**config.mk**
```make
export PLATFORM = sky130hd
export DESIGN_NAME = twos_complement_add_subtract
export DESIGN_NICKNAME = d
export VERILOG_FILES = /design/src/add_sub_pkg.sv /design/src/twos_complement_add_subtract.sv
export SDC_FILE = /design/constraint.sdc
export NUM_CORES = 1
export LEC_CHECK = 0
export ABC_AREA = 1
export BUFFER_PORTS_ARGS = -buffer_cell sky130_fd_sc_hd__clkbuf_2
export CORE_MARGIN = 2
export CORE_UTILIZATION = 50
export CTS_BUF_LIST = sky130_fd_sc_hd__clkbuf_8
export DETAILED_ROUTE_END_ITERATION = 8
export HOLD_SLACK_MARGIN = 0.06
export PLACE_DENSITY = 0.82
export RECOVER_POWER = 25
export REMOVE_ABC_BUFFERS = 1
export SYNTH_ARGS = -nofsm -noshare
export SYNTH_HDL_FRONTEND = slang
export SYNTH_SLANG_ARGS = --single-unit
export TNS_END_PERCENT = 10
```
**constraint.sdc**
```tcl
create_clock -name ref_clk -period 5.1 [get_ports ref_clk]
set_input_delay 1.02 -clock ref_clk [delete_from_list [all_inputs] [get_ports ref_clk]]
set_output_delay 1.02 -clock ref_clk [all_outputs]
set_load 0.03 [all_outputs]
```
**src/add_sub_pkg.sv**
```systemverilog
//==========================================================
// add_sub_pkg: constants for the fixed-point adder
//==========================================================
// Summary of operation
// - first step stores accumulator XOR buffer
// - partial 0, buffer 1 complements next bit
// - least significant bit never changed by an add carry pass
// - complementing 1 to 0 ripples onward
// - sign bit joins the exclusive OR
// - carry functions extend into sign bit
// - sign carry out when signs force it
// - overflow when bit1 and bit0 carries differ
// - operands are sign-at-bit-0 two's fractions
// - opposite signs never overflow an add
// - subtract inverts, adds, inverts again
// - subtracting minus one flags overflow right
package add_sub_pkg;
	// word width, sign at bit 0, lsb at bit 35
	localparam int WORD_W = 36;
	// sign position and the most significant magnitude bit
	localparam int SIGN_POS = 0;
	localparam int MAG_TOP_POS = 1;
	// accumulator reset value
	localparam logic [WORD_W-1:0] ACC_RESET = 36'h000000000;
	// sequencing states
	typedef enum logic [1:0] {
		ST_IDLE,
		ST_CARRY,
		ST_FINAL
	} seq_state_t;
endpackage

```
**src/twos_complement_add_subtract.sv**
```systemverilog
`timescale 1ns/1ps
//==========================================================
// twos_complement_add_subtract: two-step adder datapath
//==========================================================
// bit 0 is the sign (msb), bit 35 the lsb; vectors are [0:35]
module twos_complement_add_subtract (
	// clock and reset
	input wire logic ref_clk,
	input wire logic nrst,
	// control pulses from the main sequence
	input wire logic load_pulse,
	input wire logic [0:add_sub_pkg::WORD_W-1] load_word,
	input wire logic add_sub_first_pulse,
	input wire logic carry_pulse,
	input wire logic subtract,
	// operand held by the memory buffer
	input wire logic [0:add_sub_pkg::WORD_W-1] memory_buffer_word,
	// results
	output logic [0:add_sub_pkg::WORD_W-1] accumulator_word,
	output logic carry_out_bit1,
	output logic carry_out_bit0,
	output logic overflow,
	output logic done
);
	import add_sub_pkg::*;

	//======================================================
	// state
	//======================================================
	logic [0:WORD_W-1] acc_q; // accumulator word, sign first
	logic [0:WORD_W-1] acc_d;
	logic c1_q; // carry out of bit 1
	logic c0_q; // carry out of sign bit
	logic ov_q; // overflow flag
	logic done_q; // result ready pulse
	logic sub_q; // subtraction in progress
	seq_state_t st_q;

	//======================================================
	// carry chain: carry into bit i comes from bit i+1
	//======================================================
	// cin[i] is the carry leaving position i into i-1; cin[WORD_W] is none
	logic [0:WORD_W] cin;
	logic [0:WORD_W-1] gen; // carry initiate: ps 0 with buffer 1
	logic [0:WORD_W-1] cout; // carry leaving position i
	logic [0:WORD_W-1] summed;
	assign cin[WORD_W] = 1'b0;
	genvar gi;
	generate
		for (gi = 0; gi < WORD_W; gi = gi + 1) begin : g_bit
			// a 0 partial bit under a 1 buffer bit means both were 1
			assign gen[gi] = ~acc_q[gi] & memory_buffer_word[gi];
			// an incoming carry on a 1 bit ripples; stops on a 0
			assign cout[gi] = gen[gi] | (cin[gi+1] & acc_q[gi]);
			assign cin[gi] = cout[gi];
			assign summed[gi] = acc_q[gi] ^ cin[gi+1];
		end
	endgenerate

	// the sign bit is just the top of the chain, no special case
	wire carry_b1 = cout[MAG_TOP_POS];
	wire carry_b0 = cout[SIGN_POS];
	wire [0:WORD_W-1] xor_word = acc_q ^ memory_buffer_word;
	wire start_cmp = add_sub_first_pulse & subtract;

	//======================================================
	// accumulator next value
	//======================================================
	always_comb begin
		acc_d = acc_q;
		if (load_pulse) begin
			acc_d = load_word;
		end else if (add_sub_first_pulse) begin
			// subtract: complement first, then partial add
			acc_d = start_cmp ? (~acc_q ^ memory_buffer_word)
				: xor_word;
		end else if (carry_pulse && st_q == ST_CARRY) begin
			acc_d = sub_q ? ~summed : summed;
		end
	end

	// the carry pass runs combinationally in one cycle: the
	// whole 36-bit ripple must fit in 20 ns, a timing trade-off
	always_ff @(posedge ref_clk or negedge nrst) begin
		if (!nrst) begin
			acc_q <= ACC_RESET;
			c1_q <= 1'b0;
			c0_q <= 1'b0;
			ov_q <= 1'b0;
			done_q <= 1'b0;
			sub_q <= 1'b0;
			st_q <= ST_IDLE;
		end else begin
			acc_q <= acc_d;
			done_q <= 1'b0;
			case (st_q)
				ST_IDLE: begin
					// partial step; carry must follow next pulse
					if (add_sub_first_pulse) begin
						sub_q <= subtract;
						st_q <= ST_CARRY;
					end
				end
				ST_CARRY: begin
					if (carry_pulse) begin
						// flags latch the carries of this very pass
						c1_q <= carry_b1;
						c0_q <= carry_b0;
						ov_q <= carry_b1 ^ carry_b0;
						done_q <= 1'b1;
						st_q <= ST_FINAL;
					end else if (!add_sub_first_pulse) begin
						// missing carry pulse abandons the add
						st_q <= ST_IDLE;
					end
				end
				default: begin
					// a new first pulse may follow the carry pass at once
					st_q <= add_sub_first_pulse ? ST_CARRY : ST_IDLE;
					if (add_sub_first_pulse) begin
						sub_q <= subtract;
					end
				end
			endcase
		end
	end

	// outputs come straight from the registers, so the flag logic
	// downstream sees no ripple glitches from the carry chain
	assign accumulator_word = acc_q;
	assign carry_out_bit1 = c1_q;
	assign carry_out_bit0 = c0_q;
	assign overflow = ov_q;
	assign done = done_q;

	//======================================================
	// checks
	//======================================================
	// the lsb after an add carry pass equals the partial sum lsb
	AST_LSB_FINAL: assert property (@(posedge ref_clk) disable iff (!nrst)
		(st_q == ST_CARRY && carry_pulse && !load_pulse && !sub_q)
		|=> acc_q[WORD_W-1] == $past(acc_q[WORD_W-1]))
		else $error("lsb altered by carry");
	// overflow equals carry mismatch
	AST_OVF: assert property (@(posedge ref_clk) disable iff (!nrst)
		done_q |-> ov_q == (c1_q ^ c0_q))
		else $error("overflow not carry mismatch");
	// partial step leaves the xor
	AST_PARTIAL: assert property (@(posedge ref_clk) disable iff (!nrst)
		(add_sub_first_pulse && !subtract && !load_pulse)
		|=> acc_q == $past(acc_q ^ memory_buffer_word))
		else $error("partial sum wrong");
	// add result is the true sum of the operands
	AST_SUM: assert property (@(posedge ref_clk) disable iff (!nrst)
		(add_sub_first_pulse && !subtract && !load_pulse) ##1
		(carry_pulse && !load_pulse && !add_sub_first_pulse)
		|=> acc_q == 36'($past(acc_q, 2) + $past(memory_buffer_word, 2)))
		else $error("sum wrong");
	// opposite signs never overflow
	AST_NO_OVF: assert property (@(posedge ref_clk) disable iff (!nrst)
		(add_sub_first_pulse && !subtract && !load_pulse
		&& (acc_q[SIGN_POS] != memory_buffer_word[SIGN_POS])) ##1
		(carry_pulse && !add_sub_first_pulse) |=> !ov_q)
		else $error("overflow on opposite signs");
	// subtract result is the difference
	AST_SUB: assert property (@(posedge ref_clk) disable iff (!nrst)
		(start_cmp && !load_pulse) ##1
		(carry_pulse && !load_pulse && !add_sub_first_pulse)
		|=> acc_q == 36'($past(acc_q, 2) - $past(memory_buffer_word, 2)))
		else $error("difference wrong");
	// done one cycle after accepted carry pulse
	AST_DONE: assert property (@(posedge ref_clk) disable iff (!nrst)
		(st_q == ST_CARRY && carry_pulse) |=> done_q)
		else $error("done missing");
	// two negative operands carry out of the sign
	AST_SIGN_CARRY: assert property (@(posedge ref_clk) disable iff (!nrst)
		(add_sub_first_pulse && !subtract && !load_pulse
		&& acc_q[SIGN_POS] && memory_buffer_word[SIGN_POS]) ##1
		(carry_pulse && !add_sub_first_pulse) |=> c0_q)
		else $error("no sign carry for two negatives");

	//======================================================
	// checks against the signed meaning of the flags
	//======================================================
	// add overflow: equal operand signs, result sign flipped
	AST_OVF_ADD: assert property (@(posedge ref_clk) disable iff (!nrst)
		(add_sub_first_pulse && !subtract && !load_pulse) ##1
		(carry_pulse && !load_pulse && !add_sub_first_pulse)
		|=> ov_q == (($past(acc_q[SIGN_POS], 2)
		== $past(memory_buffer_word[SIGN_POS], 2))
		&& (acc_q[SIGN_POS] != $past(acc_q[SIGN_POS], 2))))
		else $error("add overflow does not match signs");
	// subtract overflow: operand signs differ, result sign flipped;
	// holds for minus one too, since the complement form reaches it
	AST_OVF_SUB: assert property (@(posedge ref_clk) disable iff (!nrst)
		(start_cmp && !load_pulse) ##1
		(carry_pulse && !load_pulse && !add_sub_first_pulse)
		|=> ov_q == (($past(acc_q[SIGN_POS], 2)
		!= $past(memory_buffer_word[SIGN_POS], 2))
		&& (acc_q[SIGN_POS] != $past(acc_q[SIGN_POS], 2))))
		else $error("subtract overflow does not match signs");
	// a carry from bit 1 into a 1 sign clears it and leaves bit 0
	AST_RIPPLE0: assert property (@(posedge ref_clk) disable iff (!nrst)
		(st_q == ST_CARRY && carry_pulse && !sub_q && !load_pulse
		&& !add_sub_first_pulse && carry_b1 && acc_q[SIGN_POS])
		|=> c0_q && !acc_q[SIGN_POS])
		else $error("bit 1 carry did not ripple through sign");
	// partial 0 under buffer 1 at the sign starts a carry out of it
	AST_INIT0: assert property (@(posedge ref_clk) disable iff (!nrst)
		(st_q == ST_CARRY && carry_pulse && !load_pulse
		&& !add_sub_first_pulse && !acc_q[SIGN_POS]
		&& memory_buffer_word[SIGN_POS]) |=> c0_q)
		else $error("carry initiate missing at sign");
	// a carry pulse one cycle late is refused: no change, no done
	AST_LATE: assert property (@(posedge ref_clk) disable iff (!nrst)
		(add_sub_first_pulse && !load_pulse) ##1
		(!carry_pulse && !add_sub_first_pulse && !load_pulse) ##1
		(carry_pulse && !add_sub_first_pulse && !load_pulse)
		|=> $stable(acc_q) && !done_q)
		else $error("late carry pulse acted on");
	// flags change only at an accepted carry pass
	AST_HOLD: assert property (@(posedge ref_clk) disable iff (!nrst)
		!(st_q == ST_CARRY && carry_pulse)
		|=> $stable(c1_q) && $stable(c0_q) && $stable(ov_q))
		else $error("carry flags changed outside a carry pass");
endmodule

```
After elaboration in Yosys (flattened, before gate mapping)
Cells that the tools add are included.
Operators by class
  equal/unequal tests: 3
  mux-type cells: 12
  bitwise logic cells: 184
  reduce and logical (&&, ||, !) cells: 8
Operator list (number)
  $mux 36: 5
  $and 1x1->1: 72
  $not 36->36: 2
  $xor 36x36->36: 2
  $not 1->1: 37
  $xor 1x1->1: 36
  $or 1x1->1: 35
  $reduce_and 2->1: 4
  $mux 2: 3
  $reduce_bool 3->1: 2
  $pmux 2 s2: 1
  $mux 1: 3
  $ne 3x3->1 const B: 1
  $eq 2x1->1 const B: 1
  $logic_not 2->1: 1
  $ne 2x2->1 const B: 1
  $logic_and 1x1->1: 1
Storage, ports and cells
  bits in registers: 43
  output and inout bits: 40
  word-level logic and storage cells: 215

Logic depth before layout (Yosys ltp)
  depth in word-level cells: 76
  mapped depth: 43
  mapped depth without buffers: 43

Worst setup path after synthesis
OpenSTA, ideal clock, no wires.
  path type: input-to-reg
  from: input memory_buffer_word[33] (netlist name)
  to: register acc_q (netlist bit accumulator_word[0])
  arrival: 4.552 ns
  setup slack: 0.431 ns
  stages: 41
  buffers on the path: 0
  cells stage by stage: or2_1 -> nand3_2 -> nand3_2 -> nand3_2 -> nand3_2 -> nand3_2 -> nand3_2 -> nand3_2 -> nand3_2 -> nand3_2 -> nand3_2 -> nand3_2 -> nand3_2 -> nand3_2 -> nand3_2 -> nand3_2 -> nand3_2 -> nand3_2 -> (+5 left out) -> nand3_2 -> nand3_2 -> nand3_2 -> nand3_2 -> nand3_2 -> nand3_2 -> nand3_2 -> nand3_2 -> nand3_4 -> nand3_4 -> nand2_2 -> nand2_2 -> nand2_2 -> nand2_1 -> nand2_1 -> nand3_1 -> nand2_1 -> nand2_1
On the way
  cells in the longest elaborated chain, start to end: 72
Ends and longest elaborated chain
  from (decl): line twos_complement_add_subtract.sv:17  | input wire logic [0:add_sub_pkg::WORD_W-1] memory_buffer_word,
  $and 1x1->1 *: line twos_complement_add_subtract.sv:52  | assign gen[gi] = ~acc_q[gi] & memory_buffer_word[gi];
  $or 1x1->1 *: line twos_complement_add_subtract.sv:54  | assign cout[gi] = gen[gi] | (cin[gi+1] & acc_q[gi]);
  $and 1x1->1 *: line twos_complement_add_subtract.sv:54
  $or 1x1->1 *: line twos_complement_add_subtract.sv:54
  $and 1x1->1 *: line twos_complement_add_subtract.sv:54
  $or 1x1->1 *: line twos_complement_add_subtract.sv:54
  $and 1x1->1 *: line twos_complement_add_subtract.sv:54
  $or 1x1->1 *: line twos_complement_add_subtract.sv:54
  (+56 left out)
  $and 1x1->1 *: line twos_complement_add_subtract.sv:54
  $or 1x1->1 *: line twos_complement_add_subtract.sv:54
  $xor 1x1->1 *: line twos_complement_add_subtract.sv:56  | assign summed[gi] = acc_q[gi] ^ cin[gi+1];
  $not 36->36: line twos_complement_add_subtract.sv:78  | acc_d = sub_q ? ~summed : summed;
  $mux 36 *: line twos_complement_add_subtract.sv:78
  $mux 36 *: line twos_complement_add_subtract.sv:77  | end else if (carry_pulse && st_q == ST_CARRY) begin
  $mux 36 *: line twos_complement_add_subtract.sv:73  | end else if (add_sub_first_pulse) begin
  $mux 36 *: line twos_complement_add_subtract.sv:71  | if (load_pulse) begin
  to (signal assigned): line twos_complement_add_subtract.sv:86  | acc_q <= ACC_RESET;
  to (signal assigned): line twos_complement_add_subtract.sv:94  | acc_q <= acc_d;
  to (decl): line twos_complement_add_subtract.sv:30  | logic [0:WORD_W-1] acc_q;
Every way passes the cells marked *; elsewhere a longest branch is shown, timed or not. The select of a mux whose other input is x is not followed.
A chain may end at the register's enable or synchronous reset.

Worst setup path after layout
  from: input memory_buffer_word[35] (netlist name)
  to: register acc_q (netlist bit accumulator_word[1])
On the way
  cells in the longest elaborated chain, start to end: 73
Ends and longest elaborated chain (line)
  $and 1x1->1 *: twos_complement_add_subtract.sv:52
  $and 1x1->1 *: twos_complement_add_subtract.sv:54
  $or 1x1->1 *: twos_complement_add_subtract.sv:54
  $and 1x1->1 *: twos_complement_add_subtract.sv:54
  $or 1x1->1 *: twos_complement_add_subtract.sv:54
  $and 1x1->1 *: twos_complement_add_subtract.sv:54
  $or 1x1->1 *: twos_complement_add_subtract.sv:54
  $and 1x1->1 *: twos_complement_add_subtract.sv:54
  (+57 left out)
  $and 1x1->1 *: twos_complement_add_subtract.sv:54
  $or 1x1->1 *: twos_complement_add_subtract.sv:54
  $xor 1x1->1 *: twos_complement_add_subtract.sv:56
  $not 36->36: twos_complement_add_subtract.sv:78
  $mux 36 *: twos_complement_add_subtract.sv:78
  $mux 36 *: twos_complement_add_subtract.sv:77
  $mux 36 *: twos_complement_add_subtract.sv:73
  $mux 36 *: twos_complement_add_subtract.sv:71
Marked as above.

==> flow_summary.toml <==
[layout]
layout_cells_sized_above_1 = 0.2815
area_growth_syn_to_layout_pct = 18.91
postLayoutCellArea_um2 = 4933
diodes = 0
finalNetCount = 759
area_of_combinational_cells_with_multiple_inputs_um2 = 2805
layout.filler_cells = 754
register_area_um2 = 1076
finish.utilization = 0.6065
finish.cell_count_without_fillers = 787

[die]
coreArea_um2 = 8134
floorplan.rows = 33
effective_utilization_at_floorplan = 0.5101
io_pins = 118
die-area_um2 = 9043
dieHeight_um = 95.10
fp.dieW_um = 95.10

[critical_path]
rrSetupSlack_ns = 0.78
startpoint_type = "input port"
critical_path.max_stage_delay_ns = 0.15
path_buf_inv = 1
critPathKind = "input port to register"
required_time_of_the_critical_path_ns = 5.30
rr_worst_depth = 41
worst-path-max-fanout = 5
critical-path-top-cell-by-count = "nand3_2"
crit_path_top_delay_cell = "clkbuf_2"
regToRegEndpoint = "accumulator_word[0]"
setup.worst_path.end_class = "register"
timing.critical_path.max_delay_family = "simple AND/OR/NAND/NOR gates"
worstSetupEndpoint = "accumulator_word[1]"
worst-endpoint-arrival_ns = 4.85
timing.rr.start = "accumulator_word[33]"
startpoint = "memory_buffer_word[35]"
logic_depth_of_the_worst_path_buffers_included = 42

[worst_hold_path]
hold_path_startpoint = "carry_out_bit0"
holdCritPathClass = "register to register"

[placed_design]
place_inst = 779
placement.io_buffers = 117
detailedPlace.worstSlack_ns = 0.1297
post-dp-hpwl_um = 7982
dpl_cell_area_um2 = 4775
place.gp.congestion = 0.8251

[power]
p_seq_frac = 0.294
clockPowerShare = 0.190
powerDensity_nw_per_um2 = 349.3
fin_total_pwr_mw = 1.723
switching_share = 0.4597
internal_pwr_total_mw = 0.9311
vdd_drop_max_mv = 0.2137
power.combinational.fraction = 0.515
leakage_nw = 2.449
total_switching_power_mw = 0.7921

[timing]
postLayoutSetupSlackWorst_ns = 0.4499
max_freq_mhz = 215.1
tightestPinTransition_ns = 2.610
worst_slew_margin_rel = -0.7397
final_period_minus_worst_setup_slack_ns = 4.650
finalHoldWorstSlack_ns = 0.4833
timing.final.hold_violations = 0
slew_violations = 44
clock-skew-final_ns = 0.008013
fin_tns_setup_ns = 0
setup_viol = 0
min_period_over_period = 0.9118

[logic_synthesis]
post_synth.cell_area_avg_um2 = 7.141
synth.ff_latch_count = 43
yosysWarnings = 0
synth.distinct_cells = 28
ys_seq_area_frac = 0.2593
syn_area_um2 = 4149
synth_cells = 581

[global_route]
grt_start_max_net_pins = 66
grt_antenna_before_repair = 0
first_pass_grt_wire_length_um = 18550
grtUsageTotal = 0.2537
grt-ovfl-total = 0
grt_pass1_vias = 4103

[clock_network]
clk_path_buf_depth = 2
cts_made_buffers = 5
clkSinkCount = 43
cts-htree-levels = 2
post-cts-setup-buffers = 0
clock_tree_from_tritoncts = "built"
clkLatencyLatePin_ns = 0.30
library_cell_used_as_clock_root_buffer = "clkbuf_8"
cts.reportedPaths.clkPinSlew_ns = 0.09

[status]
run_status = "complete, but fails checks"
failed_checks = "capacitance limit, slew limit"

[route]
detail_route.wirelength_um = 11620
dr.first_iter.drc_count = 246
detailed_route_wire_length_per_cell_um = 14.76
detail_route.drc_violations = 0
drt_pass1_iterations = 6
via_count = 4438
ant_nets = 0
route.detailed.vias_per_inst = 5.639

[job]
max_cap_viol_count = 1
## cell type report
type | instances | share of cell area
Tap cell | 105 | 0.02663
Inverter | 45 | 0.03424
Clock buffer | 5 | 0.01395
Timing Repair Buffer | 122 | 0.1255
Multi-Input combinational cell | 464 | 0.5686
Sequential cell | 43 | 0.2181
Clock inverter | 3 | 0.01293
## routing by layer
layer	track usage	share of wire	up-vias
met3	0.03794	0.069	15
met1	0.3143	0.42	2070
li1	-	-	2173
met2	0.4660	0.50	180
met5	0	0	-
met4	0.04952	0.010	0
## how the worst min path moves through the flow
stage	endpoint	slack [ns]	depth (start not counted)
after floorplan	sub_q	0.54	3
after global placement	carry_out_bit0	0.46	2
after detailed placement	carry_out_bit0	0.47	2
after CTS	carry_out_bit0	0.49	2
after global routing	carry_out_bit1	0.52	2
final	carry_out_bit0	0.48	2
## synth_stat cells
cell type,count,area share
nand3_2,33,0.080
or2_1,4,0.0060
nand2_1,153,0.14
clkbuf_1,23,0.021
nand3_1,20,0.024
a22oi_1,1,0.0018
o211ai_1,34,0.062
inv_1,42,0.038
clkbuf_8,2,0.0066
a21oi_1,22,0.027
nand2_2,4,0.0060
nand3_4,2,0.0084
nand3b_1,1,0.0018
clkinv_1,2,0.0018
xnor2_1,30,0.063
inv_2,1,0.00090
buf_1,2,0.0018
dfrtp_1,43,0.26
nor2_1,13,0.012
a211oi_1,2,0.0036
o21ai_1,4,0.0048
xor2_1,37,0.078
buf_2,2,0.0024
o21ai_0,59,0.071
o2111ai_1,20,0.042
o221ai_1,2,0.0042
or2_2,22,0.033
nand4_1,1,0.0015
## cells in the final DEF (no fill, tap or decap), drive strengths merged, types with 4 or more instances in the layout
| master | synthesis | final |
|---|---|---|
| a21oi | 22 | 22 |
| buf | 4 | 4 |
| or2 | 26 | 26 |
| o211ai | 34 | 34 |
| nor2 | 13 | 13 |
| xor2 | 37 | 37 |
| o2111ai | 20 | 20 |
| inv | 43 | 45 |
| nand2 | 157 | 157 |
| dfrtp | 43 | 43 |
| xnor2 | 30 | 30 |
| o21ai | 63 | 63 |
| nand3 | 55 | 55 |
| clkbuf | 25 | 123 |
## tightest hold or removal path, cell delays in order, from the launching register on
cell     delay [ns]
dfrtp_1        0.35
nand2_1        0.05
nand2_1        0.06
## state kept, by name, indices dropped and copies added, names as in the netlist
| name | count |
|---|---|
| accumulator_word | 36 |
| st_q | 2 |
| carry_out_bit0 | 1 |
| carry_out_bit1 | 1 |
| done | 1 |
| overflow | 1 |
| sub_q | 1 |
## power groups by stage
stage          Combinational (mW)  Sequential (mW)  Clock, mW
6_report                    0.888            0.507      0.328
5_1_grt                     0.993            0.517      0.344
4_1_cts                     0.882            0.503      0.334
3_5_place_dp                0.877            0.509          0
3_3_place_gp                0.843            0.504          0
2_1_floorplan               0.542            0.613          0
## cell families after synthesis
family | count (synthesis) | synth area share
XOR/XNOR | 67 | 0.1414
AND/OR/NAND/NOR | 253 | 0.3109
buffers and inverters | 74 | 0.07238
AO/OA/AOI/OAI | 144 | 0.2159
flip-flops | 43 | 0.2593
## timing repair
action,CTS,global route
hold buffers,0,0
hold endpoints to repair,0,0
gates resized for setup,0,5
setup endpoints to repair,0,2
(Power assumes the default switching activity.)
